===== config.mk =====
export PLATFORM = sky130hd
export DESIGN_NAME = plcc_top
export DESIGN_NICKNAME = d
export VERILOG_FILES = /design/src/rtl/plcc_pkg.sv /design/src/rtl/plcc_wait_timer.sv /design/src/rtl/plcc_top.sv
export SDC_FILE = /design/constraint.sdc
export NUM_CORES = 1
export LEC_CHECK = 0
export BUFFER_PORTS_ARGS = -buffer_cell sky130_fd_sc_hd__clkbuf_2
export CAP_MARGIN = 0
export CORE_ASPECT_RATIO = 1.2
export CORE_MARGIN = 3
export CORE_UTILIZATION = 40
export DETAILED_ROUTE_END_ITERATION = 6
export PLACE_DENSITY = 0.65
export SETUP_SLACK_MARGIN = 0.1
export SYNTH_ARGS = -nofsm -noshare
export SYNTH_HDL_FRONTEND = slang
export SYNTH_SLANG_ARGS = --single-unit

===== constraint.sdc =====
create_clock -name ref_clk -period 3.45 [get_ports ref_clk]
set_clock_uncertainty 0.1 [all_clocks]
set_input_delay 0.1725 -clock ref_clk [delete_from_list [all_inputs] [get_ports ref_clk]]
set_output_delay 0.1725 -clock ref_clk [all_outputs]
set_load 0.02 [all_outputs]

===== src/rtl/plcc_pkg.sv =====
package plcc_pkg;

  // ----------------------------------------------------------------
  // Clock and bus
  // ----------------------------------------------------------------
  localparam int unsigned CLK_PERIOD_NS = 4;
  localparam int unsigned AXI_DATA_W    = 32;
  localparam int unsigned AXI_ADDR_W    = 12;
  localparam logic [1:0]  RESP_OKAY     = 2'h0;
  localparam logic [1:0]  RESP_SLVERR   = 2'h2;

  // ----------------------------------------------------------------
  // Register indices (byte address is four times the index)
  // ----------------------------------------------------------------
  localparam logic [7:0] IDX_LOOP1_CAL_WAITS  = 8'h77;
  localparam logic [7:0] IDX_LOOP1_BW_SELECT  = 8'h78;
  localparam logic [7:0] IDX_CAL_CONTROL      = 8'h7A;
  localparam logic [7:0] IDX_LOOP2_PULSE      = 8'h83;
  localparam logic [7:0] IDX_LOOP2_FILTER     = 8'h84;

  // ----------------------------------------------------------------
  // Field positions and reset values
  // ----------------------------------------------------------------
  localparam int unsigned SETTLE_SEL_LSB    = 2;
  localparam int unsigned OSC_SEL_LSB       = 0;
  localparam int unsigned NARROW_BW_BIT     = 0;
  localparam int unsigned PULSE_WIDEN_BIT   = 7;
  localparam int unsigned FILTER_SEL_LSB    = 0;
  localparam int unsigned CAL_START_BIT     = 0;
  localparam int unsigned STAT_BUSY_BIT     = 0;
  localparam int unsigned STAT_DONE_BIT     = 1;
  localparam int unsigned STAT_OSC_BIT      = 2;
  localparam int unsigned STAT_LOOP_BIT     = 3;
  localparam logic [1:0]  SETTLE_SEL_RST    = 2'h0;
  localparam logic [1:0]  OSC_SEL_RST       = 2'h1;
  localparam logic        NARROW_BW_RST     = 1'b0;
  localparam logic        PULSE_WIDEN_RST   = 1'b0;
  localparam logic [2:0]  FILTER_SEL_RST    = 3'h3;
  localparam logic [2:0]  FILTER_SECOND_ORD = 3'h3;
  localparam logic [2:0]  FILTER_THIRD_ORD  = 3'h7;

  // ----------------------------------------------------------------
  // Analog figures steered by the fields
  // ----------------------------------------------------------------
  localparam int unsigned NARROW_BW_HZ      = 200;
  localparam int unsigned PULSE_NORMAL_PS   = 200;
  localparam int unsigned PULSE_WIDE_PS     = 600;

  // ----------------------------------------------------------------
  // Wait periods as printed, and cycle counts rounded up
  // ----------------------------------------------------------------
  localparam int unsigned SETTLE0_US = 30;
  localparam int unsigned SETTLE1_US = 300;
  localparam int unsigned SETTLE2_MS = 30;
  localparam int unsigned SETTLE3_MS = 300;
  localparam int unsigned OSC0_US    = 20;
  localparam int unsigned OSC1_US    = 400;
  localparam int unsigned OSC2_MS    = 8;
  localparam int unsigned OSC3_MS    = 200;

  localparam int unsigned SETTLE0_CYC = (SETTLE0_US * 1000 + CLK_PERIOD_NS - 1) / CLK_PERIOD_NS;
  localparam int unsigned SETTLE1_CYC = (SETTLE1_US * 1000 + CLK_PERIOD_NS - 1) / CLK_PERIOD_NS;
  localparam int unsigned SETTLE2_CYC =
    (SETTLE2_MS * 1000000 + CLK_PERIOD_NS - 1) / CLK_PERIOD_NS;
  localparam int unsigned SETTLE3_CYC =
    (SETTLE3_MS * 1000000 + CLK_PERIOD_NS - 1) / CLK_PERIOD_NS;
  localparam int unsigned OSC0_CYC = (OSC0_US * 1000 + CLK_PERIOD_NS - 1) / CLK_PERIOD_NS;
  localparam int unsigned OSC1_CYC = (OSC1_US * 1000 + CLK_PERIOD_NS - 1) / CLK_PERIOD_NS;
  localparam int unsigned OSC2_CYC = (OSC2_MS * 1000000 + CLK_PERIOD_NS - 1) / CLK_PERIOD_NS;
  localparam int unsigned OSC3_CYC = (OSC3_MS * 1000000 + CLK_PERIOD_NS - 1) / CLK_PERIOD_NS;

  localparam int unsigned WAIT_CNT_W = 27;

  // ----------------------------------------------------------------
  // Calibration sequence states
  // ----------------------------------------------------------------
  typedef enum logic [2:0] {
    CAL_IDLE      = 3'b001,
    CAL_OSC_WAIT  = 3'b010,
    CAL_LOOP_WAIT = 3'b100
  } plcc_cal_state_t;

endpackage


===== src/rtl/plcc_wait_timer.sv =====
`timescale 1ns/1ps
`default_nettype none

module plcc_wait_timer #(
  parameter int unsigned CNT_W = 27
) (
  input  wire logic             ref_clk,
  input  wire logic             reset_n,
  input  wire logic             start,
  input  wire logic [CNT_W-1:0] length,
  output logic                  busy,
  output logic                  done
);

  // ----------------------------------------------------------------
  // Down counter: done pulses exactly length cycles after start
  // ----------------------------------------------------------------
  logic [CNT_W-1:0] cnt_q;
  logic [CNT_W-1:0] cnt_d;
  logic             done_q;
  logic             last_w;

  assign last_w = (cnt_q == CNT_W'(1));
  assign cnt_d  = start ? length : (cnt_q != '0) ? cnt_q - CNT_W'(1) : cnt_q;
  assign busy   = (cnt_q != '0);
  assign done   = done_q;

  // Zero length would never finish, so it is refused above
  always_ff @(posedge ref_clk) begin
    if (!reset_n) begin
      cnt_q  <= '0;
      done_q <= 1'b0;
    end else begin
      cnt_q  <= cnt_d;
      done_q <= last_w && !start;
    end
  end

endmodule

`default_nettype wire


===== src/rtl/plcc_top.sv =====
// The AXI4-Lite interface to the registers was chosen for this implementation.
`timescale 1ns/1ps
`default_nettype none

module plcc_top
  import plcc_pkg::*;
#(
  parameter int unsigned SETTLE0_CYCLES = plcc_pkg::SETTLE0_CYC,
  parameter int unsigned SETTLE1_CYCLES = plcc_pkg::SETTLE1_CYC,
  parameter int unsigned SETTLE2_CYCLES = plcc_pkg::SETTLE2_CYC,
  parameter int unsigned SETTLE3_CYCLES = plcc_pkg::SETTLE3_CYC,
  parameter int unsigned OSC0_CYCLES    = plcc_pkg::OSC0_CYC,
  parameter int unsigned OSC1_CYCLES    = plcc_pkg::OSC1_CYC,
  parameter int unsigned OSC2_CYCLES    = plcc_pkg::OSC2_CYC,
  parameter int unsigned OSC3_CYCLES    = plcc_pkg::OSC3_CYC
) (
  input  wire logic                              ref_clk,
  input  wire logic                              reset_n,
  input  wire logic [plcc_pkg::AXI_ADDR_W-1:0]   s_axi_awaddr,
  input  wire logic                              s_axi_awvalid,
  output logic                                   s_axi_awready,
  input  wire logic [plcc_pkg::AXI_DATA_W-1:0]   s_axi_wdata,
  input  wire logic [3:0]                        s_axi_wstrb,
  input  wire logic                              s_axi_wvalid,
  output logic                                   s_axi_wready,
  output logic [1:0]                             s_axi_bresp,
  output logic                                   s_axi_bvalid,
  input  wire logic                              s_axi_bready,
  input  wire logic [plcc_pkg::AXI_ADDR_W-1:0]   s_axi_araddr,
  input  wire logic                              s_axi_arvalid,
  output logic                                   s_axi_arready,
  output logic [plcc_pkg::AXI_DATA_W-1:0]        s_axi_rdata,
  output logic [1:0]                             s_axi_rresp,
  output logic                                   s_axi_rvalid,
  input  wire logic                              s_axi_rready,
  input  wire logic                              nv_load_valid,
  input  wire logic [7:0]                        nv_load_index,
  input  wire logic [7:0]                        nv_load_byte,
  input  wire logic                              cal_start_req,
  output logic [1:0]                             loop1_settle_wait_sel,
  output logic [1:0]                             loop1_osc_wait_sel,
  output logic                                   loop1_narrow_bandwidth,
  output logic                                   loop2_pulse_widen,
  output logic [2:0]                             loop2_filter_order_sel,
  output logic                                   loop2_third_order,
  output logic                                   cal_busy,
  output logic                                   cal_done
);
  import plcc_pkg::*;

  // ----------------------------------------------------------------
  // Elaboration checks on the wait lengths
  // ----------------------------------------------------------------
  localparam longint unsigned CNT_MAX = (64'd1 << WAIT_CNT_W) - 64'd1;

  if (SETTLE0_CYCLES < 1 || SETTLE1_CYCLES < 1 || SETTLE2_CYCLES < 1 ||
      SETTLE3_CYCLES < 1 || OSC0_CYCLES < 1 || OSC1_CYCLES < 1 ||
      OSC2_CYCLES < 1 || OSC3_CYCLES < 1) begin : g_len_zero
    $error("wait lengths must be at least one cycle");
  end
  if (SETTLE0_CYCLES > CNT_MAX || SETTLE1_CYCLES > CNT_MAX ||
      SETTLE2_CYCLES > CNT_MAX || SETTLE3_CYCLES > CNT_MAX ||
      OSC0_CYCLES > CNT_MAX || OSC1_CYCLES > CNT_MAX ||
      OSC2_CYCLES > CNT_MAX || OSC3_CYCLES > CNT_MAX) begin : g_len_wide
    $error("wait length does not fit the counter");
  end

  // ----------------------------------------------------------------
  // Register state
  // ----------------------------------------------------------------
  logic [1:0]  settle_sel_q;
  logic [1:0]  osc_sel_q;
  logic        narrow_bw_q;
  logic        pulse_widen_q;
  logic [2:0]  filter_sel_q;
  logic        cal_done_q;
  plcc_cal_state_t cal_state_q;
  plcc_cal_state_t cal_state_d;

  // ----------------------------------------------------------------
  // AXI4-Lite write channel holding registers
  // ----------------------------------------------------------------
  logic                  aw_have_q;
  logic [7:0]            aw_index_q;
  logic                  w_have_q;
  logic [7:0]            w_byte_q;
  logic                  w_lane0_q;
  logic                  w_start_q;
  logic                  bvalid_q;
  logic [1:0]            bresp_q;
  logic                  aw_take;
  logic                  w_take;
  logic                  wr_fire;
  logic [7:0]            wr_index;
  logic [7:0]            wr_byte;
  logic                  wr_lane0;
  logic                  wr_start_bit;
  logic                  wr_hit;

  // Address and data are taken independently, one write in flight
  assign s_axi_awready = !aw_have_q && !bvalid_q;
  assign s_axi_wready  = !w_have_q && !bvalid_q;
  assign aw_take       = s_axi_awvalid && s_axi_awready;
  assign w_take        = s_axi_wvalid && s_axi_wready;
  assign wr_index      = aw_have_q ? aw_index_q : s_axi_awaddr[9:2];
  assign wr_byte       = w_have_q ? w_byte_q : s_axi_wdata[7:0];
  assign wr_lane0      = w_have_q ? w_lane0_q : s_axi_wstrb[0];
  assign wr_start_bit  = w_have_q ? w_start_q : s_axi_wdata[CAL_START_BIT];
  assign wr_fire       = (aw_have_q || aw_take) && (w_have_q || w_take);
  assign s_axi_bvalid  = bvalid_q;
  assign s_axi_bresp   = bresp_q;

  // Unmapped or out-of-window addresses answer SLVERR
  logic aw_in_window;
  logic aw_in_window_q;
  assign aw_in_window = (s_axi_awaddr[AXI_ADDR_W-1:10] == '0);
  assign wr_hit = (aw_have_q ? aw_in_window_q : aw_in_window) &&
                  (wr_index == IDX_LOOP1_CAL_WAITS || wr_index == IDX_LOOP1_BW_SELECT ||
                   wr_index == IDX_CAL_CONTROL || wr_index == IDX_LOOP2_PULSE ||
                   wr_index == IDX_LOOP2_FILTER);

  // Write channel sequencing
  always_ff @(posedge ref_clk) begin
    if (!reset_n) begin
      aw_have_q      <= 1'b0;
      aw_index_q     <= 8'h00;
      aw_in_window_q <= 1'b0;
      w_have_q       <= 1'b0;
      w_byte_q       <= 8'h00;
      w_lane0_q      <= 1'b0;
      w_start_q      <= 1'b0;
      bvalid_q       <= 1'b0;
      bresp_q        <= RESP_OKAY;
    end else begin
      if (wr_fire) begin
        aw_have_q <= 1'b0;
        w_have_q  <= 1'b0;
        bvalid_q  <= 1'b1;
        bresp_q   <= wr_hit ? RESP_OKAY : RESP_SLVERR;
      end else begin
        if (aw_take) begin
          aw_have_q      <= 1'b1;
          aw_index_q     <= s_axi_awaddr[9:2];
          aw_in_window_q <= aw_in_window;
        end
        if (w_take) begin
          w_have_q  <= 1'b1;
          w_byte_q  <= s_axi_wdata[7:0];
          w_lane0_q <= s_axi_wstrb[0];
          w_start_q <= s_axi_wdata[CAL_START_BIT];
        end
        if (bvalid_q && s_axi_bready) begin
          bvalid_q <= 1'b0;
        end
      end
    end
  end

  // ----------------------------------------------------------------
  // Field update: bus write wins over a nonvolatile load
  // ----------------------------------------------------------------
  logic       sw_wr;
  logic       up_en;
  logic [7:0] up_index;
  logic [7:0] up_byte;
  logic       hit_waits;
  logic       hit_bw;
  logic       hit_pulse;
  logic       hit_filter;
  logic       sw_cal_start;

  assign sw_wr        = wr_fire && wr_hit && wr_lane0;
  assign up_en        = sw_wr || nv_load_valid;
  assign up_index     = sw_wr ? wr_index : nv_load_index;
  assign up_byte      = sw_wr ? wr_byte : nv_load_byte;
  assign hit_waits    = up_en && (up_index == IDX_LOOP1_CAL_WAITS);
  assign hit_bw       = up_en && (up_index == IDX_LOOP1_BW_SELECT);
  assign hit_pulse    = up_en && (up_index == IDX_LOOP2_PULSE);
  assign hit_filter   = up_en && (up_index == IDX_LOOP2_FILTER);
  assign sw_cal_start = sw_wr && (wr_index == IDX_CAL_CONTROL) && wr_start_bit;

  // Only documented field bits are stored; reserved bits have no flops
  always_ff @(posedge ref_clk) begin
    if (!reset_n) begin
      settle_sel_q  <= SETTLE_SEL_RST;
      osc_sel_q     <= OSC_SEL_RST;
      narrow_bw_q   <= NARROW_BW_RST;
      pulse_widen_q <= PULSE_WIDEN_RST;
      filter_sel_q  <= FILTER_SEL_RST;
    end else begin
      if (hit_waits) begin
        settle_sel_q <= up_byte[SETTLE_SEL_LSB +: 2];
        osc_sel_q    <= up_byte[OSC_SEL_LSB +: 2];
      end
      if (hit_bw) begin
        narrow_bw_q <= up_byte[NARROW_BW_BIT];
      end
      if (hit_pulse) begin
        pulse_widen_q <= up_byte[PULSE_WIDEN_BIT];
      end
      if (hit_filter) begin
        filter_sel_q <= up_byte[FILTER_SEL_LSB +: 3];
      end
    end
  end

  // ----------------------------------------------------------------
  // Analog control outputs
  // ----------------------------------------------------------------
  assign loop1_settle_wait_sel  = settle_sel_q;
  assign loop1_osc_wait_sel     = osc_sel_q;
  assign loop1_narrow_bandwidth = narrow_bw_q;
  assign loop2_pulse_widen      = pulse_widen_q;
  assign loop2_filter_order_sel = filter_sel_q;
  assign loop2_third_order      = (filter_sel_q == FILTER_THIRD_ORD);

  // ----------------------------------------------------------------
  // Wait length selection
  // ----------------------------------------------------------------
  logic [WAIT_CNT_W-1:0] settle_len;
  logic [WAIT_CNT_W-1:0] osc_len;
  logic [WAIT_CNT_W-1:0] timer_len;

  // Settle wait in always-running clock cycles
  assign settle_len = (settle_sel_q == 2'h0) ? WAIT_CNT_W'(SETTLE0_CYCLES) :
                      (settle_sel_q == 2'h1) ? WAIT_CNT_W'(SETTLE1_CYCLES) :
                      (settle_sel_q == 2'h2) ? WAIT_CNT_W'(SETTLE2_CYCLES) :
                                               WAIT_CNT_W'(SETTLE3_CYCLES);
  assign osc_len    = (osc_sel_q == 2'h0) ? WAIT_CNT_W'(OSC0_CYCLES) :
                      (osc_sel_q == 2'h1) ? WAIT_CNT_W'(OSC1_CYCLES) :
                      (osc_sel_q == 2'h2) ? WAIT_CNT_W'(OSC2_CYCLES) :
                                            WAIT_CNT_W'(OSC3_CYCLES);

  // ----------------------------------------------------------------
  // Calibration sequence: oscillator settle, then closed-loop settle
  // ----------------------------------------------------------------
  logic cal_go;
  logic timer_start;
  logic timer_busy;
  logic timer_done;

  // A start while busy is ignored so a running wait is not cut short
  assign cal_go      = (sw_cal_start || cal_start_req) && (cal_state_q == CAL_IDLE);
  assign timer_start = cal_go || ((cal_state_q == CAL_OSC_WAIT) && timer_done);
  assign timer_len   = cal_go ? osc_len : settle_len;

  plcc_wait_timer #(
    .CNT_W (WAIT_CNT_W)
  ) u_timer (
    .ref_clk (ref_clk),
    .reset_n (reset_n),
    .start   (timer_start),
    .length  (timer_len),
    .busy    (timer_busy),
    .done    (timer_done)
  );

  // Next-state logic
  always_comb begin
    cal_state_d = cal_state_q;
    case (cal_state_q)
      CAL_IDLE: begin
        if (cal_go) begin
          cal_state_d = CAL_OSC_WAIT;
        end
      end
      CAL_OSC_WAIT: begin
        if (timer_done) begin
          cal_state_d = CAL_LOOP_WAIT;
        end
      end
      CAL_LOOP_WAIT: begin
        if (timer_done) begin
          cal_state_d = CAL_IDLE;
        end
      end
      default: begin
        cal_state_d = CAL_IDLE;
      end
    endcase
  end

  // Done is sticky until the next start
  always_ff @(posedge ref_clk) begin
    if (!reset_n) begin
      cal_state_q <= CAL_IDLE;
      cal_done_q  <= 1'b0;
    end else begin
      cal_state_q <= cal_state_d;
      if ((cal_state_q == CAL_LOOP_WAIT) && timer_done) begin
        cal_done_q <= 1'b1;
      end else if (cal_go) begin
        cal_done_q <= 1'b0;
      end
    end
  end

  assign cal_busy = (cal_state_q != CAL_IDLE);
  assign cal_done = cal_done_q;

  // ----------------------------------------------------------------
  // AXI4-Lite read channel
  // ----------------------------------------------------------------
  logic                  ar_take;
  logic                  rvalid_q;
  logic [1:0]            rresp_q;
  logic [AXI_DATA_W-1:0] rdata_q;
  logic [7:0]            rd_index;
  logic                  rd_window;
  logic [7:0]            rd_byte;
  logic                  rd_hit;
  logic [7:0]            stat_byte;

  assign s_axi_arready = !rvalid_q;
  assign ar_take       = s_axi_arvalid && s_axi_arready;
  assign rd_index      = s_axi_araddr[9:2];
  assign rd_window     = (s_axi_araddr[AXI_ADDR_W-1:10] == '0);
  assign s_axi_rvalid  = rvalid_q;
  assign s_axi_rresp   = rresp_q;
  assign s_axi_rdata   = rdata_q;

  // Status view of the sequence
  assign stat_byte = {4'h0, (cal_state_q == CAL_LOOP_WAIT) && timer_busy,
                      (cal_state_q == CAL_OSC_WAIT) && timer_busy,
                      cal_done_q, cal_busy};

  // Reserved positions are padded with zeros
  assign rd_byte =
    (rd_index == IDX_LOOP1_CAL_WAITS) ? {4'h0, settle_sel_q, osc_sel_q} :
    (rd_index == IDX_LOOP1_BW_SELECT) ? {7'h00, narrow_bw_q} :
    (rd_index == IDX_CAL_CONTROL)     ? stat_byte :
    (rd_index == IDX_LOOP2_PULSE)     ? {pulse_widen_q, 7'h00} :
    (rd_index == IDX_LOOP2_FILTER)    ? {5'h00, filter_sel_q} :
                                        8'h00;
  assign rd_hit = rd_window &&
                  (rd_index == IDX_LOOP1_CAL_WAITS || rd_index == IDX_LOOP1_BW_SELECT ||
                   rd_index == IDX_CAL_CONTROL || rd_index == IDX_LOOP2_PULSE ||
                   rd_index == IDX_LOOP2_FILTER);

  // One read in flight; data held until rready
  always_ff @(posedge ref_clk) begin
    if (!reset_n) begin
      rvalid_q <= 1'b0;
      rresp_q  <= RESP_OKAY;
      rdata_q  <= 32'h0000_0000;
    end else if (ar_take) begin
      rvalid_q <= 1'b1;
      rresp_q  <= rd_hit ? RESP_OKAY : RESP_SLVERR;
      rdata_q  <= rd_hit ? {24'h00_0000, rd_byte} : 32'h0000_0000;
    end else if (rvalid_q && s_axi_rready) begin
      rvalid_q <= 1'b0;
    end
  end

endmodule

`default_nettype wire


======== After elaboration in Yosys (flattened, before gate mapping) ========
Cells that the tools add are included.
word-level totals
  output and inout bits ................... 53
  bits in registers ....................... 100
  logic and storage cells ................. 140
  bits of input ports ..................... 85
cells by class
  add/sub/neg operators ................... 1
  eq/ne operators ......................... 27
  mux-type cells .......................... 34
  reduce and logical (&&, ||, !) cells .... 55
  bitwise gates (word level) .............. 2
operators with widths
  cell                     count
  $mux W27                 6
  $mux W26                 3
  $mux W8                  9
  $eq A8 B7 Y1 const B     8
  $eq A8 B8 Y1 const B     6
  $eq A27 B1 Y1 const B    1
  $reduce_bool A27 Y1      1
  $sub A27 B1 Y27 const B  1
  $logic_and A1 B1 Y1      24
  $logic_or A1 B1 Y1       13
  $mux W3                  4
  $mux W1                  9
  $pmux W3 S3              1
  $logic_not A2 Y1         4
  $reduce_bool A2 Y1       4
  $eq A3 B3 Y1 const B     2
  $logic_not A1 Y1         5
  $eq A2 B1 Y1 const B     2
  $eq A2 B2 Y1 const B     2
  $mux W2                  2
  $ne A2 B1 Y1 const B     2
  $reduce_and A2 Y1        2
  $eq A3 B1 Y1 const B     1
  $eq A3 B2 Y1 const B     1
  other kinds (5)          6

======== Depth between registers and ports, before layout ========
  word-level depth ........................ 16
  depth in mapped cells ................... 9
  mapped depth without buffers ............ 8

======== By module ========
From an unflattened synthesis, not the netlist that was laid out.
unflattened totals
  cell total of the unflattened synthesis .. 546
  area, all modules ....................... 4,500.6 sq um
by module, submodules not included
  module           seq. area each (sq um)  times used  cells an instance  area an instance (sq um)
  plcc_top         780.7                   1           348                2,847.7
  plcc_wait_timer  560.5                   1           198                1,652.8

======== Worst setup path after synthesis ========
Ideal clock, no wire load.
  path kind ............................... register -> register
  start ................................... reg aw_index_q[2]
  end ..................................... reg u_timer.cnt_q[2]
  data required time ...................... 3,250 ps
  setup time .............................. 100 ps
  stages on the path, launching flop included .. 7
  slack ................................... 995 ps
  clock period less this slack ............ 2,455 ps
  path buffers ............................ 0
  arrival ................................. 2,256 ps
  path through ............................ dfxtp_1 > or3b_1 > a2111oi_4 > o21ai_2 > a2111o_1 > a31o_2 > a2111oi_4
between the ends
  cells in the longest elaborated chain, start to end .. 15
  elaborated cells on any way between the ends .. 21
  those cells by class .................... eq/ne: 5; mux: 3; reduce/logical: 13
RTL lines
  what                                            RTL line                          source
  from (decl)                                     plcc_top.sv:84                    logic [7:0] aw_index_q;
  from (signal assigned)                          plcc_top.sv:143                   aw_index_q <= s_axi_awaddr[9:2];
  $mux W8 (*)                                     plcc_top.sv:105                   assign wr_index = aw_have_q ? aw_index_q : s_axi_awaddr[9:2];
  $eq A8 B7 Y1                                    plcc_top.sv:118                   (wr_index == IDX_LOOP1_CAL_WAITS || wr_index == IDX_LOOP1_BW_SELECT ||
  $logic_or A1 B1 Y1 (2 in a row)                 plcc_top.sv:118
  $logic_or A1 B1 Y1 (2 in a row)                 plcc_top.sv:119                   wr_index == IDX_CAL_CONTROL || wr_index == IDX_LOOP2_PULSE ||
  $logic_and A1 B1 Y1                             plcc_top.sv:117                   assign wr_hit = (aw_have_q ? aw_in_window_q : aw_in_window) &&
  $logic_and A1 B1 Y1 (2 in a row)                plcc_top.sv:172                   assign sw_wr = wr_fire && wr_hit && wr_lane0;
  $logic_and A1 B1 Y1 (*) (2 in a row)            plcc_top.sv:180                   assign sw_cal_start = sw_wr && (wr_index == IDX_CAL_CONTROL) && wr_start_bit;
  $logic_or A1 B1 Y1 (*)                          plcc_top.sv:243                   assign cal_go = (sw_cal_start || cal_start_req) && (cal_state_q == CAL_IDLE);
  $logic_and A1 B1 Y1 (*)                         plcc_top.sv:243
  $mux W27 or $logic_or A1 B1 Y1 (tied branches)  plcc_top.sv:245, plcc_top.sv:244
  $mux W27 or $reduce_bool A2 Y1 (tied branches)  -
  to (signal assigned)                            plcc_wait_timer.sv:34             cnt_q <= cnt_d;
  to (decl)                                       plcc_wait_timer.sv:18             logic [CNT_W-1:0] cnt_q;
Mark *: on every way between the ends. The rest lies on a longest branch, timed or not.
A chain may end at the register's enable or synchronous reset.

======== Worst setup path in the final report ========
  start ................................... reg aw_have_q
  end ..................................... reg u_timer.cnt_q[21]
between the ends
  cells in the longest elaborated chain, start to end .. 15
  elaborated cells on any way between the ends .. 27
  those cells by class .................... eq/ne: 5; mux: 4; reduce/logical: 18
RTL lines
  what                                            RTL line                          source
  from (decl)                                     plcc_top.sv:83                    logic aw_have_q;
  from (signal assigned)                          plcc_top.sv:125                   aw_have_q <= 1'b0;
  from (signal assigned)                          plcc_top.sv:136                   aw_have_q <= 1'b0;
  from (signal assigned)                          plcc_top.sv:142                   aw_have_q <= 1'b1;
  $mux W8                                         plcc_top.sv:105
  $eq A8 B7 Y1                                    plcc_top.sv:118
  $logic_or A1 B1 Y1 (2 in a row)                 plcc_top.sv:118
  $logic_or A1 B1 Y1 (2 in a row)                 plcc_top.sv:119
  $logic_and A1 B1 Y1                             plcc_top.sv:117
  $logic_and A1 B1 Y1 (2 in a row)                plcc_top.sv:172
  $logic_and A1 B1 Y1 (*) (2 in a row)            plcc_top.sv:180
  $logic_or A1 B1 Y1 (*)                          plcc_top.sv:243
  $logic_and A1 B1 Y1 (*)                         plcc_top.sv:243
  $mux W27 or $logic_or A1 B1 Y1 (tied branches)  plcc_top.sv:245, plcc_top.sv:244
  $mux W27 or $reduce_bool A2 Y1 (tied branches)  -
Marked as above.

==> results.json <==
{
  "first_pass_grt_wire_length_microns": 19200,
  "setup-violations-final": 0,
  "final-max-slew-violation-count": 0,
  "dpl_worst_slack_ns": 0.621,
  "worstMarginPinSlew_ns": 1.11,
  "number_of_synthesized_flops_with_an_enable_pin": 0,
  "setup.worst_path.end_class": "register",
  "antenna_found_initial": 0,
  "power_frac_clock": 0.329,
  "dr.pass1.iters": 7,
  "critical_path_arrival_ns": 3.03,
  "clock_tree.htree_level_count": 3,
  "die_h_microns": 119,
  "drt-vias-per-instance": 5.71,
  "io_pins": 138,
  "drc_errors": 0,
  "post_cts_resize_count": 0,
  "n_fill_cell": 1013,
  "rsz0062_at_grt": "no",
  "cts_made_buffers": 9,
  "route.antenna.remaining_nets": 0,
  "setup.worst_path.start_class": "register",
  "route.detailed.wl_per_inst_microns": 16.2,
  "synth_cell_type_count": 65,
  "timing.max_slew.rel_slack": 0.249,
  "postSynthRegisterBits": 67,
  "cts_tree": "yes",
  "dpl.hpwl_microns": 8710,
  "cellPowerDensity_nw_per_um2": 562,
  "area_growth_pct": 16.9,
  "layout.nets": 674,
  "min_period_ns": 2.88,
  "seq_area_frac_synth": 0.313,
  "grt_use_total": 0.197,
  "setup.worst_path.class": "reg2reg",
  "slowest_delay_ns": 0.61,
  "wl_final_microns": 11500,
  "die_area_sq_um": 12000,
  "grt_start_max_net_pins": 31,
  "internal_power_mw": 1.86,
  "synth_ff_type": "sky130_fd_sc_hd__dfxtp_1",
  "final_critical_path_setup_slack_ns": 0.569,
  "cell_rows": 40,
  "proportion_of_power_drawn_by_combinational_gates": 0.322,
  "hold_viol_final": 0,
  "synthesis.area_sq_um": 4290,
  "worst_voltage_drop_across_the_vdd_grid_mv": 0.360,
  "achievable-frequency_mhz": 347,
  "clkLatencyLatePin_ns": 0.33,
  "die_w_microns": 101,
  "cts-root-buf": "sky130_fd_sc_hd__clkbuf_16",
  "place.port_buffers": 71,
  "synth_cells": 503,
  "overflow": 0,
  "diodes": 0,
  "grt_pass1_vias": 4007,
  "sequential_cell_area_sq_um": 1340,
  "avgSynthCellArea_sq_um": 8.52,
  "ys.warnings.count": 0,
  "critical-path-top-delay-family": "compound AO/OA/AOI/OAI gates",
  "power.switching_fraction": 0.339,
  "final.period_utilization": 0.835,
  "worstPathRequired_ns": 3.60,
  "clock_sinks": 67,
  "holdWs_ns": 0.0150,
  "detailroute.via_count": 4038,
  "critical_path.n_buffers_inverters": 0,
  "clk_pin_slew_ns": 0.05,
  "multi_input_comb_area_sq_um": 2710,
  "detailedRoute.firstIterationViolations": 143,
  "p_leak_nw": 2.13,
  "hold_class": "in2reg",
  "slowest_stage": "sky130_fd_sc_hd__dfxtp_1",
  "post_route_cells_drive_above_1_share": 0.193,
  "power_switching_uw": 955,
  "maxCapViolCount": 0,
  "status": "finished, final reports clean",
  "share_seq_of_total_power": 0.349,
  "place.gp.congestion": 0.860,
  "crit_path_cell_trace": "mux2i_1 > o21ai_1 > a211o_1 > a2111oi_4 > o21ai_0 > a21oi_1",
  "floorplan.initialDensity": 0.420,
  "worst-path-max-fanout": 15,
  "timing.setup.tns_ns": 0,
  "design.core.area_sq_um": 10200,
  "synth_async_sr_flop_share": 0,
  "number_of_buffers_on_the_longest_clock_path": 2,
  "post_cts_buffers": 0,
  "ctsHoldBuffers": 5
}
-- per-stage QoR --
| stage | util | area, sq um | std cells | power (mW) |
|---|---|---|---|---|
| final | 0.491 | 5010 | 707 | 2.81 |
| after global routing | 0.491 | 5010 | 707 | 2.98 |
| after CTS | 0.491 | 5010 | 707 | 2.83 |
| after detailed placement | 0.456 | 4660 | 688 | 1.89 |
| after global placement | 0.456 | 4660 | 688 | 1.86 |
| after floorplan | - | 4390 | 531 | 1.68 |
-- final timing paths --
path | to | slack (ns) | depth (start not counted) | startpoint
hold reg to reg | s_axi_rdata[1]$_SDFFE_PN0P_ | 0.39 | 2 | s_axi_rdata[1]$_SDFFE_PN0P_
setup reg to reg | u_timer.cnt_q[21]$_SDFFE_PN0P_ | 0.57 | 6 | aw_have_q$_SDFFE_PP0P_
setup / recovery | u_timer.cnt_q[21]$_SDFFE_PN0P_ | 0.57 | 6 | aw_have_q$_SDFFE_PP0P_
hold / removal | w_byte_q[0]$_SDFFE_PN0P_ | 0.02 | 3 | s_axi_wdata[0]
-- placed cells by master (no fill, tap or decap), types with 13 or more instances in the layout --
master                     netlist  layout
sky130_fd_sc_hd__nand3_1        19      19
sky130_fd_sc_hd__mux2i_1        20      20
sky130_fd_sc_hd__a21oi_1        28      28
sky130_fd_sc_hd__xor2_1         13      13
sky130_fd_sc_hd__dfxtp_1        67      67
sky130_fd_sc_hd__conb_1          1      29
sky130_fd_sc_hd__inv_1          13      13
sky130_fd_sc_hd__nand2_1        24      24
sky130_fd_sc_hd__nor2_1         59      59
sky130_fd_sc_hd__nor3_1         18      18
sky130_fd_sc_hd__clkbuf_2        1      71
-- synth_stat cells, drive strengths merged (4+ instances only) --
library cell  number  area, sq um
ha                11          138
mux2               6         67.6
a21oi             28          140
and3               4         25.0
nor3              18         90.1
buf               35          250
mux2i             20          200
o22ai              4         25.0
nor3b             10         75.1
nor4              10         68.8
a21o               4         30.0
xor2              13          114
a32oi              5         43.8
nand2             24         90.1
clkbuf            12         46.3
inv               13         48.8
xnor2             10         87.6
or3b               5         43.8
a211oi            11         95.1
and4b              5         50.1
or4                4         30.0
a31oi              7         43.8
nand3             19         95.1
or3               10         62.6
a2111oi            4          110
dfxtp             67         1340
and2               5         31.3
nor2              59          221
nand2b             6         37.5
o21ai             14         73.8
nand3b            11         82.6
-- layout make-up --
| type | count | area share |
|---|---|---|
| multi-input cells | 404 | 0.540 |
| flip-flops and latches | 67 | 0.268 |
| repair buffers | 83 | 0.0914 |
| clock buffers | 12 | 0.0532 |
| well taps | 126 | 0.0315 |
| inverters | 13 | 0.00974 |
| clock inverters | 2 | 0.00699 |
-- kinds of logic after synthesis --
kind of cell	after synthesis	share of synthesized area
and+or+nand+nor	202	0.257
AOI/OAI and AO/OA	113	0.207
buffers and inverters	60	0.0806
xor gates and xnor gates	23	0.0470
muxes	26	0.0625
DFF	67	0.313
adders and majority gates	11	0.0321
other	1	0.000875
-- routing by layer --
| metal | GRT usage | part of all wire | routed length [microns] |
|---|---|---|---|
| met5 | 0 | 0 | 0 |
| met3 | 0.0498 | 0.049 | 560 |
| met2 | 0.342 | 0.51 | 5870 |
| met4 | 0.0666 | 0.024 | 274 |
| met1 | 0.232 | 0.41 | 4750 |
-- registers in the layout (all words and copies together), names as in the netlist, 2 cells and up --
name,cells
u_timer.cnt_q,27
aw_index_q,8
s_axi_rdata,5
w_byte_q,5
cal_state_q,3
loop2_filter_order_sel,3
loop1_osc_wait_sel,2
loop1_settle_wait_sel,2
-- power groups by stage --
| stage | clock network, mW | logic [mW] | registers [mW] |
|---|---|---|---|
| finish | 0.925 | 0.908 | 0.982 |
| global route | 0.980 | 1.01 | 0.998 |
| CTS | 0.942 | 0.904 | 0.980 |
| detailed placement | 0 | 0.891 | 0.995 |
| global placement | 0 | 0.873 | 0.989 |
| floorplan | 0 | 0.709 | 0.967 |
-- worst reg2reg max path, delay by kind of cell (launching register included) --
family         cells  cell delay (ns)
AO/OA/AOI/OAI      5             1.76
flip-flops         1             0.61
multiplexers       1             0.33
No activity file was read; power rests on OpenSTA's default activity.
